===== config.mk =====
export PLATFORM = sky130hd
export DESIGN_NAME = cmp_ctrl
export DESIGN_NICKNAME = d
export VERILOG_FILES = /design/src/rtl/cmp_pkg.sv /design/src/rtl/cmp_ctrl.sv /design/src/rtl/cmp_sync.sv
export VERILOG_INCLUDE_DIRS = /design/src /design/src/rtl
export SDC_FILE = /design/constraint.sdc
export NUM_CORES = 1
export LEC_CHECK = 0
export CELL_PAD_IN_SITES_DETAIL_PLACEMENT = 1
export CELL_PAD_IN_SITES_GLOBAL_PLACEMENT = 1
export CORE_MARGIN = 2
export CORE_UTILIZATION = 40
export DETAILED_ROUTE_END_ITERATION = 10
export DONT_BUFFER_PORTS = 1
export GPL_TIMING_DRIVEN = 0
export PLACE_DENSITY_LB_ADDON = 0.05
export SLEW_MARGIN = 5
export SYNTH_ARGS = -nofsm -noshare
export SYNTH_HDL_FRONTEND = slang
export SYNTH_SLANG_ARGS = --single-unit

===== constraint.sdc =====
create_clock -name ref_clk -period 4.74 [get_ports ref_clk]
set_input_delay 1.185 -clock ref_clk [delete_from_list [all_inputs] [get_ports ref_clk]]
set_output_delay 1.185 -clock ref_clk [all_outputs]
set_load 0.01 [all_outputs]

===== src/rtl/cmp_regs.svh =====
// Register offsets, field positions, reset values and timing constants
// for the charger mode and protection controller.
// Assumes inclusion by bare name from rtl/ files only.
`ifndef CMP_REGS_SVH
`define CMP_REGS_SVH

// ****************************************
// Register offsets
// ****************************************
`define CMP_REG_MODE      8'h00
`define CMP_REG_PROT      8'h01
`define CMP_REG_SHORT     8'h0b
`define CMP_REG_SCALE     8'h18
`define CMP_REG_PRE       8'h19

// ****************************************
// Field positions
// ****************************************
`define CMP_MODE_PARK     0
`define CMP_MODE_FORCE    1
`define CMP_MODE_KICK     2
`define CMP_MODE_OVT      3
`define CMP_MODE_OCP      4
`define CMP_MODE_ST_LSB   5
`define CMP_PROT_ILIM     0
`define CMP_PROT_OCPDIS   1
`define CMP_PROT_KA_LSB   2

// ****************************************
// Reset values
// ****************************************
`define CMP_PARK_RST      1'b0
`define CMP_FORCE_RST     1'b0
`define CMP_ILIM_RST      1'b0
`define CMP_OCPDIS_RST    1'b0
`define CMP_KA_SEL_RST    2'h0
`define CMP_SCALE_RST     7'h64
`define CMP_SHORT_RST     2'h0
`define CMP_PRE_RST       4'h0

// ****************************************
// Timing and current figures
// ****************************************
`define CMP_CLK_KHZ       125000
`define CMP_QUAL_MS       32
`define CMP_SEC_MS        1000
`define CMP_KA_T1_S       9'd80
`define CMP_KA_T2_S       9'd160
`define CMP_KA_T3_S       9'd320
`define CMP_OCP_TRIPS     4'h8
`define CMP_SCALE_MIN     7'h01
`define CMP_SCALE_MAX     7'h64
`define CMP_PRE_BASE      7'h05

`endif


===== src/rtl/cmp_pkg.sv =====
// Types shared by the charger mode and protection controller.
// Assumes nothing of its surroundings.
package cmp_pkg;

    // Operating modes of the mode state machine
    typedef enum logic [2:0] {
        CMP_STORAGE = 3'b000,
        CMP_PARK    = 3'b001,
        CMP_CHARGE  = 3'b010,
        CMP_REVERSE = 3'b011,
        CMP_FAULT   = 3'b100
    } cmp_mode_t;

    // Charge current phases from battery voltage
    typedef enum logic [2:0] {
        CMP_PH_DEAD  = 3'b000,
        CMP_PH_SHORT = 3'b001,
        CMP_PH_PRE   = 3'b010,
        CMP_PH_FAST  = 3'b011,
        CMP_PH_DONE  = 3'b100
    } cmp_phase_t;

endpackage : cmp_pkg


===== src/rtl/cmp_ctrl.sv =====
// Mode sequencer and protection logic of the battery charger.
// Assumes register strobes come from the serial bus front end on
// ref_clk and all pin and comparator levels are asynchronous.
`timescale 1ns/1ps
`default_nettype none
`include "cmp_regs.svh"

module cmp_ctrl #(
    parameter int unsigned QUAL_CYCLES = `CMP_QUAL_MS * `CMP_CLK_KHZ,
    parameter int unsigned SEC_CYCLES  = `CMP_SEC_MS * `CMP_CLK_KHZ
) (
    input  wire logic       ref_clk,           // 125 MHz clock
    input  wire logic       rst,               // Async reset
    input  wire logic       vin_ok,            // Input supply present
    input  wire logic       storage_mode_pin,  // Storage pin level
    input  wire logic       charge_enable_pin, // Comparator above 0.8V
    input  wire logic       reverse_supply_request_n, // Low requests
    input  wire logic       tj_over_shut,      // Junction above trip
    input  wire logic       tj_below_restart,  // Junction below restart
    input  wire logic       switch_over_limit, // Any switch over limit
    input  wire logic       switch_cycle_start, // Switching cycle edge
    input  wire logic       bat_above_dead,    // Above deep discharge
    input  wire logic       bat_above_short,   // Above shorted cell
    input  wire logic       bat_above_pre,     // Above precharge exit
    input  wire logic       bat_above_term,    // Above termination
    input  wire logic       reg_wr,            // Register write strobe
    input  wire logic       reg_rd,            // Register read strobe
    input  wire logic [7:0] reg_addr,          // Register offset
    input  wire logic [7:0] reg_wdata,         // Write data
    output logic      [7:0] reg_rdata_q,       // Read data
    output logic      [2:0] mode_q,            // Current mode
    output logic            converter_en_q,    // Converter may switch
    output logic            switch_block_q,    // Switch off this cycle
    output logic            switch_current_threshold_sel_q, // 10A
    output logic      [2:0] charge_phase_q,    // Charge phase
    output logic      [6:0] applied_scale_q,   // Applied percent
    output logic            dead_current_en_q  // Fixed 10mA source on
);

    localparam logic [22:0] QUAL_N = QUAL_CYCLES[22:0];
    localparam logic [26:0] SEC_N  = SEC_CYCLES[26:0];

    // ****************************************
    // Decode helpers
    // ****************************************
    // Timeout in seconds for a select code, zero means off
    function automatic logic [8:0] ka_limit(input logic [1:0] sel);
        case (sel)
            2'h1:    ka_limit = `CMP_KA_T1_S;
            2'h2:    ka_limit = `CMP_KA_T2_S;
            2'h3:    ka_limit = `CMP_KA_T3_S;
            default: ka_limit = 9'h000;
        endcase
    endfunction : ka_limit

    // Write or read strobe for one offset
    function automatic logic hit(input logic s, input logic [7:0] a,
                                 input logic [7:0] off);
        hit = s && (a == off);
    endfunction : hit

    // ****************************************
    // Input synchronisers
    // ****************************************
    logic [11:0] pins_s;
    cmp_sync #(.W(12)) u_sync (
        .ref_clk  (ref_clk),
        .rst      (rst),
        .async_in ({vin_ok, storage_mode_pin, charge_enable_pin,
                    reverse_supply_request_n, tj_over_shut,
                    tj_below_restart, switch_over_limit,
                    switch_cycle_start, bat_above_dead,
                    bat_above_short, bat_above_pre, bat_above_term}),
        .sync_q   (pins_s)
    );

    logic vin_s, stor_s, en_s, rev_n_s, hot_s, cool_s, trip_s, cyc_s;
    logic dead_s, short_s, pre_s, term_s;
    assign {vin_s, stor_s, en_s, rev_n_s, hot_s, cool_s, trip_s, cyc_s,
            dead_s, short_s, pre_s, term_s} = pins_s;

    // ****************************************
    // Register file
    // ****************************************
    logic       park_q, park_d, force_q, force_d, ilim_q, ilim_d;
    logic       ocpdis_q, ocpdis_d, kick;
    logic [1:0] ka_sel_q, ka_sel_d, short_q, short_d;
    logic [3:0] pre_q, pre_d;
    logic [6:0] scale_q, scale_d;
    logic       wr_mode, wr_prot, rd_mode;

    assign wr_mode = hit(reg_wr, reg_addr, `CMP_REG_MODE);
    assign wr_prot = hit(reg_wr, reg_addr, `CMP_REG_PROT);
    assign rd_mode = hit(reg_rd, reg_addr, `CMP_REG_MODE);
    assign kick    = wr_mode && reg_wdata[`CMP_MODE_KICK];

    // Next values of software-written fields
    always_comb begin
        park_d   = park_q;
        force_d  = force_q;
        ilim_d   = ilim_q;
        ocpdis_d = ocpdis_q;
        ka_sel_d = ka_sel_q;
        short_d  = short_q;
        pre_d    = pre_q;
        scale_d  = scale_q;
        if (wr_mode) begin
            park_d  = reg_wdata[`CMP_MODE_PARK];
            force_d = reg_wdata[`CMP_MODE_FORCE];
        end
        if (wr_prot) begin
            ilim_d   = reg_wdata[`CMP_PROT_ILIM];
            ocpdis_d = reg_wdata[`CMP_PROT_OCPDIS];
            ka_sel_d = reg_wdata[`CMP_PROT_KA_LSB +: 2];
        end
        if (hit(reg_wr, reg_addr, `CMP_REG_SHORT)) begin
            short_d = reg_wdata[1:0];
        end
        if (hit(reg_wr, reg_addr, `CMP_REG_PRE)) begin
            pre_d = reg_wdata[3:0];
        end
        if (hit(reg_wr, reg_addr, `CMP_REG_SCALE)) begin
            scale_d = reg_wdata[6:0];
        end
    end

    // Register the fields
    always_ff @(posedge ref_clk or posedge rst) begin
        if (rst) begin
            park_q   <= `CMP_PARK_RST;
            force_q  <= `CMP_FORCE_RST;
            ilim_q   <= `CMP_ILIM_RST;
            ocpdis_q <= `CMP_OCPDIS_RST;
            ka_sel_q <= `CMP_KA_SEL_RST;
            short_q  <= `CMP_SHORT_RST;
            pre_q    <= `CMP_PRE_RST;
            scale_q  <= `CMP_SCALE_RST;
        end else begin
            park_q   <= park_d;
            force_q  <= force_d;
            ilim_q   <= ilim_d;
            ocpdis_q <= ocpdis_d;
            ka_sel_q <= ka_sel_d;
            short_q  <= short_d;
            pre_q    <= pre_d;
            scale_q  <= scale_d;
        end
    end

    // ****************************************
    // Storage qualification counter
    // ****************************************
    cmp_pkg::cmp_mode_t st_q, st_d;
    logic [22:0] qual_q, qual_d;
    logic        qual_cond, qual_done;

    // Exit needs supply or pin low; re-entry needs pin high, no supply
    always_comb begin
        if (st_q == cmp_pkg::CMP_STORAGE) begin
            qual_cond = vin_s || !stor_s;
        end else begin
            qual_cond = stor_s && !vin_s;
        end
        qual_done = qual_cond && (qual_q == QUAL_N);
        if (!qual_cond || qual_done) begin
            qual_d = 23'h000000;
        end else begin
            qual_d = qual_q + 23'h000001;
        end
    end

    // Register the count
    always_ff @(posedge ref_clk or posedge rst) begin
        if (rst) begin
            qual_q <= 23'h000000;
        end else begin
            qual_q <= qual_d;
        end
    end

    // ****************************************
    // Keepalive timer
    // ****************************************
    logic [26:0] tick_q, tick_d;
    logic [8:0]  ka_q, ka_d;
    logic        ka_run, ka_expired;

    assign ka_run = (st_q == cmp_pkg::CMP_CHARGE) ||
                    (st_q == cmp_pkg::CMP_REVERSE);
    assign ka_expired = ka_run && (ka_limit(ka_sel_q) != 9'h000) &&
                        (ka_q >= ka_limit(ka_sel_q));

    // Seconds prescaler and seconds count
    always_comb begin
        tick_d = tick_q + 27'h0000001;
        ka_d   = ka_q;
        if (!ka_run || kick || ka_limit(ka_sel_q) == 9'h000) begin
            tick_d = 27'h0000000;
            ka_d   = 9'h000;
        end else if (tick_q == SEC_N - 27'h0000001) begin
            tick_d = 27'h0000000;
            if (!ka_expired) begin
                ka_d = ka_q + 9'h001;
            end
        end
    end

    // Register the timer
    always_ff @(posedge ref_clk or posedge rst) begin
        if (rst) begin
            tick_q <= 27'h0000000;
            ka_q   <= 9'h000;
        end else begin
            tick_q <= tick_d;
            ka_q   <= ka_d;
        end
    end

    // ****************************************
    // Mode state machine
    // ****************************************
    logic chg_req, rev_req;
    assign chg_req = force_q || en_s;
    assign rev_req = !rev_n_s;

    // Next mode
    always_comb begin
        st_d = st_q;
        case (st_q)
            cmp_pkg::CMP_STORAGE: begin
                if (qual_done) st_d = cmp_pkg::CMP_PARK;
            end
            cmp_pkg::CMP_PARK: begin
                if (qual_done) begin
                    st_d = cmp_pkg::CMP_STORAGE;
                end else if (park_q) begin
                    st_d = cmp_pkg::CMP_PARK;
                end else if (rev_req) begin
                    st_d = cmp_pkg::CMP_REVERSE;
                end else if (chg_req) begin
                    st_d = cmp_pkg::CMP_CHARGE;
                end
            end
            cmp_pkg::CMP_CHARGE: begin
                if (qual_done) begin
                    st_d = cmp_pkg::CMP_STORAGE;
                end else if (park_q || !chg_req) begin
                    st_d = cmp_pkg::CMP_PARK;
                end else if (ka_expired) begin
                    st_d = cmp_pkg::CMP_FAULT;
                end
            end
            cmp_pkg::CMP_REVERSE: begin
                if (qual_done) begin
                    st_d = cmp_pkg::CMP_STORAGE;
                end else if (park_q || !rev_req) begin
                    st_d = cmp_pkg::CMP_PARK;
                end else if (ka_expired) begin
                    st_d = cmp_pkg::CMP_FAULT;
                end
            end
            cmp_pkg::CMP_FAULT: begin
                if (park_q || (!chg_req && !rev_req)) begin
                    st_d = cmp_pkg::CMP_PARK;
                end
            end
            default: st_d = cmp_pkg::CMP_STORAGE;
        endcase
    end

    // Register the mode
    always_ff @(posedge ref_clk or posedge rst) begin
        if (rst) begin
            st_q <= cmp_pkg::CMP_STORAGE;
        end else begin
            st_q <= st_d;
        end
    end

    // ****************************************
    // Thermal and switch current protection
    // ****************************************
    logic       hot_q, hot_d, ovt_q, ovt_d, ocp_q, ocp_d;
    logic       blk_d, seen_q, seen_d, cyc_q, cyc_edge;
    logic [3:0] trips_q, trips_d;

    assign cyc_edge = cyc_s && !cyc_q;

    // Fault latches and cycle trip counting
    always_comb begin
        hot_d = hot_q;
        if (hot_s) begin
            hot_d = 1'b1;
        end else if (cool_s) begin
            hot_d = 1'b0;
        end
        // Read clears, a new event in the same cycle wins
        ovt_d = (ovt_q && !rd_mode) || hot_s;
        blk_d = trip_s || (switch_block_q && !cyc_edge);
        seen_d  = seen_q;
        trips_d = trips_q;
        if (cyc_edge) begin
            seen_d  = trip_s;
            trips_d = seen_q ? trips_q + 4'h1 : 4'h0;
        end else if (trip_s) begin
            seen_d = 1'b1;
        end
        if (!ka_run) begin
            trips_d = 4'h0;
        end
        ocp_d = !ocpdis_q && (st_q != cmp_pkg::CMP_PARK) &&
                (ocp_q || (ka_run && trips_d == `CMP_OCP_TRIPS));
    end

    // Register protection state
    always_ff @(posedge ref_clk or posedge rst) begin
        if (rst) begin
            hot_q          <= 1'b0;
            ovt_q          <= 1'b0;
            ocp_q          <= 1'b0;
            switch_block_q <= 1'b0;
            seen_q         <= 1'b0;
            cyc_q          <= 1'b0;
            trips_q        <= 4'h0;
        end else begin
            hot_q          <= hot_d;
            ovt_q          <= ovt_d;
            ocp_q          <= ocp_d;
            switch_block_q <= blk_d;
            seen_q         <= seen_d;
            cyc_q          <= cyc_s;
            trips_q        <= trips_d;
        end
    end

    // ****************************************
    // Charge phase and current scale
    // ****************************************
    cmp_pkg::cmp_phase_t ph_d;
    logic [6:0]          scl_d;

    // Phase from battery comparators, then percent for that phase
    always_comb begin
        if (term_s)       ph_d = cmp_pkg::CMP_PH_DONE;
        else if (pre_s)   ph_d = cmp_pkg::CMP_PH_FAST;
        else if (short_s) ph_d = cmp_pkg::CMP_PH_PRE;
        else if (dead_s)  ph_d = cmp_pkg::CMP_PH_SHORT;
        else              ph_d = cmp_pkg::CMP_PH_DEAD;
        case (ph_d)
            cmp_pkg::CMP_PH_SHORT: scl_d = 7'h01 << short_q;
            cmp_pkg::CMP_PH_PRE:   scl_d = `CMP_PRE_BASE + {3'h0, pre_q};
            cmp_pkg::CMP_PH_FAST: begin
                if (scale_q == 7'h00)             scl_d = `CMP_SCALE_MIN;
                else if (scale_q > `CMP_SCALE_MAX) scl_d = `CMP_SCALE_MAX;
                else                              scl_d = scale_q;
            end
            default: scl_d = 7'h00;
        endcase
    end

    // ****************************************
    // Outputs
    // ****************************************
    always_ff @(posedge ref_clk or posedge rst) begin
        if (rst) begin
            mode_q                         <= 3'h0;
            converter_en_q                 <= 1'b0;
            switch_current_threshold_sel_q <= 1'b0;
            charge_phase_q                 <= 3'h0;
            applied_scale_q                <= 7'h00;
            dead_current_en_q              <= 1'b0;
            reg_rdata_q                    <= 8'h00;
        end else begin
            mode_q <= st_d;
            converter_en_q <= (st_d == cmp_pkg::CMP_CHARGE ||
                               st_d == cmp_pkg::CMP_REVERSE) &&
                              !hot_d && !ocp_d;
            switch_current_threshold_sel_q <= ilim_d;
            charge_phase_q <= ph_d;
            applied_scale_q <= scl_d;
            dead_current_en_q <= (st_d == cmp_pkg::CMP_CHARGE) &&
                                 (ph_d == cmp_pkg::CMP_PH_DEAD);
            case (reg_addr)
                `CMP_REG_MODE:  reg_rdata_q <= {st_q, ocp_q, ovt_q, 1'b0,
                                                force_q, park_q};
                `CMP_REG_PROT:  reg_rdata_q <= {4'h0, ka_sel_q, ocpdis_q,
                                                ilim_q};
                `CMP_REG_SHORT: reg_rdata_q <= {6'h00, short_q};
                `CMP_REG_SCALE: reg_rdata_q <= {1'b0, scale_q};
                `CMP_REG_PRE:   reg_rdata_q <= {4'h0, pre_q};
                default:        reg_rdata_q <= 8'h00;
            endcase
        end
    end
endmodule : cmp_ctrl

`default_nettype wire


===== src/rtl/cmp_sync.sv =====
// Two flip-flop synchroniser for a vector of independent levels.
// Assumes each bit is a slow level; no word coherence is kept.
`timescale 1ns/1ps
`default_nettype none

module cmp_sync #(
    parameter int W = 12
) (
    input  wire logic         ref_clk, // Clock
    input  wire logic         rst,     // Async reset, active high
    input  wire logic [W-1:0] async_in, // Levels from outside
    output logic      [W-1:0] sync_q    // Synchronised levels
);

    // ****************************************
    // Synchroniser stages
    // ****************************************
    genvar i;
    generate
        for (i = 0; i < W; i++) begin : g_bit
            logic meta_q;
            // First stage is read only by the second
            always_ff @(posedge ref_clk or posedge rst) begin
                if (rst) begin
                    meta_q    <= 1'b0;
                    sync_q[i] <= 1'b0;
                end else begin
                    meta_q    <= async_in[i];
                    sync_q[i] <= meta_q;
                end
            end
        end
    endgenerate

endmodule : cmp_sync

`default_nettype wire


; ---- Yosys cells after proc, flatten, opt, wreduce, memory -nomap -nowiden
; Index checks and enable logic that the tools add are counted.
[op_classes]
addsub = 5
n_lt_le_gt_ge = 2
eq_ne = 21
n_shift = 1
mux = 35
reduce_logical = 54
[op_table]
columns = operator, n
row1 = two-way mux 27 bit, 2
row2 = one-hot mux 8 bit (5 select lines), 1
row3 = two-way mux 3 bit, 12
row4 = "adder 27 x 1 -> 27 bit, second input constant", 1
row5 = "equality test 27 bit, second input constant", 1
row6 = two-way mux 9 bit, 3
row7 = one-hot mux 9 bit (3 select lines), 1
row8 = "adder 23 x 1 -> 23 bit, second input constant", 1
row9 = "equality test 23 x 22 -> 1 bit, second input constant", 1
row10 = two-way mux 23 bit, 1
row11 = logical AND 1 bit, 21
row12 = one-hot mux 7 bit (3 select lines), 1
row13 = "equality test 3 x 2 -> 1 bit, second input constant", 6
row14 = "equality test 8 x 5 -> 1 bit, second input constant", 2
row15 = one-hot mux 3 bit (5 select lines), 1
row16 = two-way mux 7 bit, 2
row17 = logical OR 1 bit, 13
row18 = two-way mux 4 bit, 3
row19 = zero test 1 bit, 11
row20 = "adder 9 x 1 -> 9 bit, second input constant", 1
row21 = >= comparator 9 bit, 1
row22 = zero test 9 bit, 1
row23 = nonzero test 9 bit, 1
row24 = "equality test 8 x 1 -> 1 bit, second input constant", 1
row25 = other kinds (19), 29
[word_totals]
register_bits = 135
out_inout_bits = 25
word_cells = 166

; ---- Depth between registers and ports, before layout
[depth]
depth_word = 13
ltp_mapped = 9
mapped_depth_nobuf = 8

; ---- By module
; Synthesis repeated with hierarchy kept, for this count alone.
[hier_totals]
cells_unflattened = 567
hier_area_um2 = 6134.6
[by_module_without_submodules]
columns = module, n_inst, cells_per_inst, area_each_um2, seq_area_each_um2
row1 = cmp_ctrl, 1, 542, 5530.3, 2781.4
row2 = cmp_sync, 1, 25, 604.3, 600.6

; ---- Worst setup path after synthesis
; Ideal clock, no wire load.
[synth_path]
path_type = input port to flip-flop
startpoint = input reg_addr[2]
endpoint = register tick_q[18]
setup_ns = 0.122
arrival_time_ns = 2.732
required_ns = 4.618
path_slack_ns = 1.887
stages = 6
n_path_buf = 1
path_cell_list = or4_1 > nor4b_1 > a31oi_1 > o31ai_1 > buf_2 > nor2_1
[synth_between]
elab_chain_len = 6
[synth_lines]
columns = item, line_no
row1 = from (decl), cmp_ctrl.sv:28  ; input wire logic [7:0] reg_addr,
row2 = zero test 8 bit, cmp_ctrl.sv:59  ; hit = s && (a == off);
row3 = logical AND 1 bit, cmp_ctrl.sv:59
row4 = logical AND 1 bit, cmp_ctrl.sv:95  ; assign kick = wr_mode && reg_wdata[`CMP_MODE_KICK];
row5 = logical OR 1 bit (2 in a row), cmp_ctrl.sv:197  ; if (!ka_run || kick || ka_limit(ka_sel_q) == 9'h000) begin
row6 = two-way mux 27 bit, cmp_ctrl.sv:197
row7 = named net tick_d[18], cmp_ctrl.sv:184  ; logic [26:0] tick_q, tick_d;
row8 = to (signal assigned), cmp_ctrl.sv:214  ; tick_q <= tick_d;
row9 = to (decl), cmp_ctrl.sv:184
; The timed path passes the listed nets, and every way through them passes these cells.
; A chain may end at the register's enable or synchronous reset.

; ---- Worst setup path in the final report
[layout_path]
startpoint = input reg_addr[2]
endpoint = register tick_q[23]
; Same word-level chain as after synthesis.

==> impl_metrics.csv <==
group,metric,value,unit
run_status,status,"finished, final reports clean",
finish,syn_to_final_growth,14.6,%
drt,dr.first_iter.drc_count,184,
grt,grt_remaining_overflow,0,
power_and_ir_drop,power,2.67,mW
floorplanning,core,0.0151,mm²
drt,routed_wl,14400,µm
clocking,cts.sinks,135,
power_and_ir_drop,clkPwrFrac,49.8,%
power_and_ir_drop,peakVddDrop,0.000263,V
yosys,synth-seq-cells,135,
critical_path,arrival,3190,ps
drt,postRouteAntennaNets,0,
drt,drt_pre_antenna_iters,6,
clocking,cts_resized,0,
sta,hold_viol,0,
floorplanning,ios,57,
power_and_ir_drop,combPwrFrac,4.1,%
finish,finalNetCount,639,
placement,numPortBuffers,0,
critical_path,cp.required,5030,ps
grt,antenna_found_initial,0,
placement,dpl_cell_area,0.00645,mm²
clocking,postCtsSetupRepairBufs,0,
grt,grt_pass1_wl,24300,µm
finish,fillers,1637,
critical_path,worst-path-max-fanout,10,
sta,worstMarginPinSlew,1180,ps
grt,grt_start_max_net_pins,41,
drt,route.detailed.drc,0,
sta,post-route-period-util,61.1,%
finish,fin_cells,796,
critical_path,endpoint_kind,"flip-flop",
drt,vias,4415,
finish,final_cell_area,0.00705,mm²
floorplanning,fp.dieW,128,µm
yosys,avgSynthCellArea,10.7,µm²
clocking,clk_latency,410,ps
critical_path,start_kind,"input port",
yosys,synth_fp_nets,617,
power_and_ir_drop,swShare,23.8,%
yosys,seq_area_frac_synth,55.0,%
clocking,cts_hold_buf,0,
finish,multi_input_area,0.00265,mm²
clocking,clk_pin_slew_worst_paths,60,ps
finish,register_area,0.00338,mm²
yosys,synthFlopType,"dfrtp_1",
placement,gp_congestion,0.777,
floorplanning,die_h,128,µm
grt,grtUsageMet1,25.9,%
sta,rsz0062_at_grt,"false",
yosys,netlist_instances,573,
grt,grt.busiest_layer,"met2",
power_and_ir_drop,power_leakage,3.00,nW
grt,met2_usage,30.0,%
hold_path,hold_path.class,"reg2reg",
yosys,synth_warnings,0,
sta,holdWs,347,ps
yosys,netlist_area,0.00615,mm²
finish,drive_above_1_share,12.2,%
sta,slew_viol_final,0,
finish,diodes,0,
sta,fin_worst_skew,9.98,ps
yosys,synth_edf_count,0,
grt,met3_usage,5.97,%
clocking,clk_path_buf_depth,2,
power_and_ir_drop,seqPwrFrac,46.1,%
clocking,cts-root-buf,"clkbuf_16",
placement,dp.cells,764,
yosys,yosysUniqueCellTypes,55,
sta,period_needed,2900,ps
grt,grt_pass1_vias,4732,
yosys,postSynth.asyncResetShare,100,%
grt,track_usage,19.0,%
drt,routedWlPerCell,18.1,µm
sta,setup_tns,0,ps
placement,dp_hpwl,10500,µm
sta,setup_viol,0,
critical_path,reg2reg_setup_slack,1890,ps
power_and_ir_drop,pwr_density_cell,379,mW/mm²
clocking,h-tree-depth,4,
clocking,cts_buffers,17,
drt,routed_via_density,5.55,
power_and_ir_drop,p_switching,0.636,mW
run,maxCapViolations,0,
critical_path,worstSetupPathType,"in2reg",
floorplanning,start_util,40.8,%
floorplanning,dieArea,0.0164,mm²
clocking,cts_tree,"done",
power_and_ir_drop,internal_power,2.04,mW
sta,relSlewSlack,20.7,%
sta,fmax,0.345,GHz
floorplanning,rows,45,
## critical path: stages
cell and delay (ps):
or4_1 550, nor4b_1 420, a31oi_1 240, o31ai_1 320
buf_2 390, nor2_1 80
## worst paths after layout
| kind | start | endpoint | cells after the start |
|---|---|---|---|
| min in group asynchronous | rst | u_sync.g_bit[5].meta_q$_DFF_PP0_ | 1 |
| max reg2reg | mode_q[1]$_DFF_PP0_ | tick_q[12]$_DFF_PP0_ | 7 |
| max | reg_addr[2] | tick_q[23]$_DFF_PP0_ | 6 |
| max in group asynchronous | rst | scale_q[5]$_DFFE_PP1P_ | 2 |
| min reg2reg | u_sync.g_bit[1].meta_q$_DFF_PP0_ | u_sync.sync_q[1]$_DFF_PP0_ | 0 |
| min | u_sync.g_bit[1].meta_q$_DFF_PP0_ | u_sync.sync_q[1]$_DFF_PP0_ | 0 |
## cells by family (layout without fill, tap and decap cells)
logic type,count (synthesis),in the layout,share of synthesized area [%]
mux,20,20,3.64
simple gates,253,253,22.0
fa+ha+maj,12,12,2.44
xor+xnor,49,49,6.98
buf+inv,32,67,2.03
compound gates,72,72,7.93
flops,135,135,55.0
## synth_stat cells (2+ instances only)
cell | number | share of area, %
dfrtp_1 | 132 | 54
nor2_1 | 67 | 4.1
nand2_1 | 51 | 3.1
xor2_1 | 35 | 5.0
nand3_1 | 29 | 2.4
mux2_2 | 19 | 3.5
a21oi_1 | 18 | 1.5
inv_1 | 16 | 0.98
nand4_1 | 16 | 1.6
xnor2_1 | 14 | 2.0
o21ai_0 | 13 | 1.1
clkbuf_1 | 12 | 0.73
ha_1 | 12 | 2.4
and3_1 | 11 | 1.1
nor4_1 | 9 | 0.92
and4_1 | 8 | 1.1
nor3_1 | 8 | 0.65
or3_1 | 8 | 0.81
a21o_1 | 6 | 0.73
nand2b_1 | 6 | 0.61
o31ai_1 | 6 | 0.73
and2_1 | 5 | 0.51
nor2b_1 | 5 | 0.51
nor4b_1 | 5 | 0.71
a222oi_1 | 4 | 0.65
buf_2 | 4 | 0.33
o211ai_1 | 4 | 0.49
or4_1 | 4 | 0.49
a22o_1 | 3 | 0.43
a22oi_1 | 3 | 0.37
a31o_2 | 3 | 0.43
dfstp_2 | 3 | 1.3
nand4b_1 | 3 | 0.43
nor4bb_1 | 3 | 0.49
o221ai_1 | 3 | 0.43
a2111oi_0 | 2 | 0.28
nand3b_1 | 2 | 0.24
nor3b_1 | 2 | 0.24
nor4b_2 | 2 | 0.49
o21bai_1 | 2 | 0.24
## state kept, by name (all words and copies together), names as in the netlist, 7 cells and up
register,flops
tick_q,27
qual_q,23
u_sync.g_bit.meta_q,12
u_sync.sync_q,12
ka_q,9
reg_rdata_q,8
applied_scale_q,7
scale_q,7
## cells in the final DEF (no fill, tap or decap), types with 9 or more instances in the layout
cell	instances
nor2_1	67
xnor2_1	14
ha_1	12
clkbuf_16	17
dfrtp_1	132
inv_1	15
clkbuf_1	12
nand4_1	16
xor2_1	35
nand2_1	51
o21ai_0	13
nand3_1	29
nor4_1	9
and3_1	11
mux2_2	19
a21oi_1	18
## power groups by stage
stage,registers [mW],clock network (mW),logic (mW)
2_1_floorplan,1.24,0,0.0809
3_3_place_gp,1.25,0,0.102
3_5_place_dp,1.25,0,0.111
4_1_cts,1.23,1.37,0.115
5_1_grt,1.24,1.43,0.126
6_report,1.23,1.33,0.110
## per-stage QoR
step           setup WS [ps]  util [%]
5_1_grt                 1560      46.7
2_1_floorplan           1880         -
6_report                1840      46.7
4_1_cts                 1830      46.7
3_3_place_gp            1140      42.4
3_5_place_dp            1420      42.8
## per-layer routing
metal	up-vias	wire length (µm)
li1	2085	-
met1	2254	6950
met2	72	6720
met3	4	670
met4	0	57
met5	-	0
## area by class of cell
cell class                      instances  share of cell area, %
Timing Repair Buffer                    3                  0.852
Inverter                               16                  0.905
Clock inverter                         14                   2.31
Tap cell                              188                   3.34
Buffer                                 16                  0.922
Sequential cell                       135                   48.0
Clock buffer                           18                   6.23
Multi-Input combinational cell        406                   37.5
Note: power is estimated with default switching activity, not from simulation.
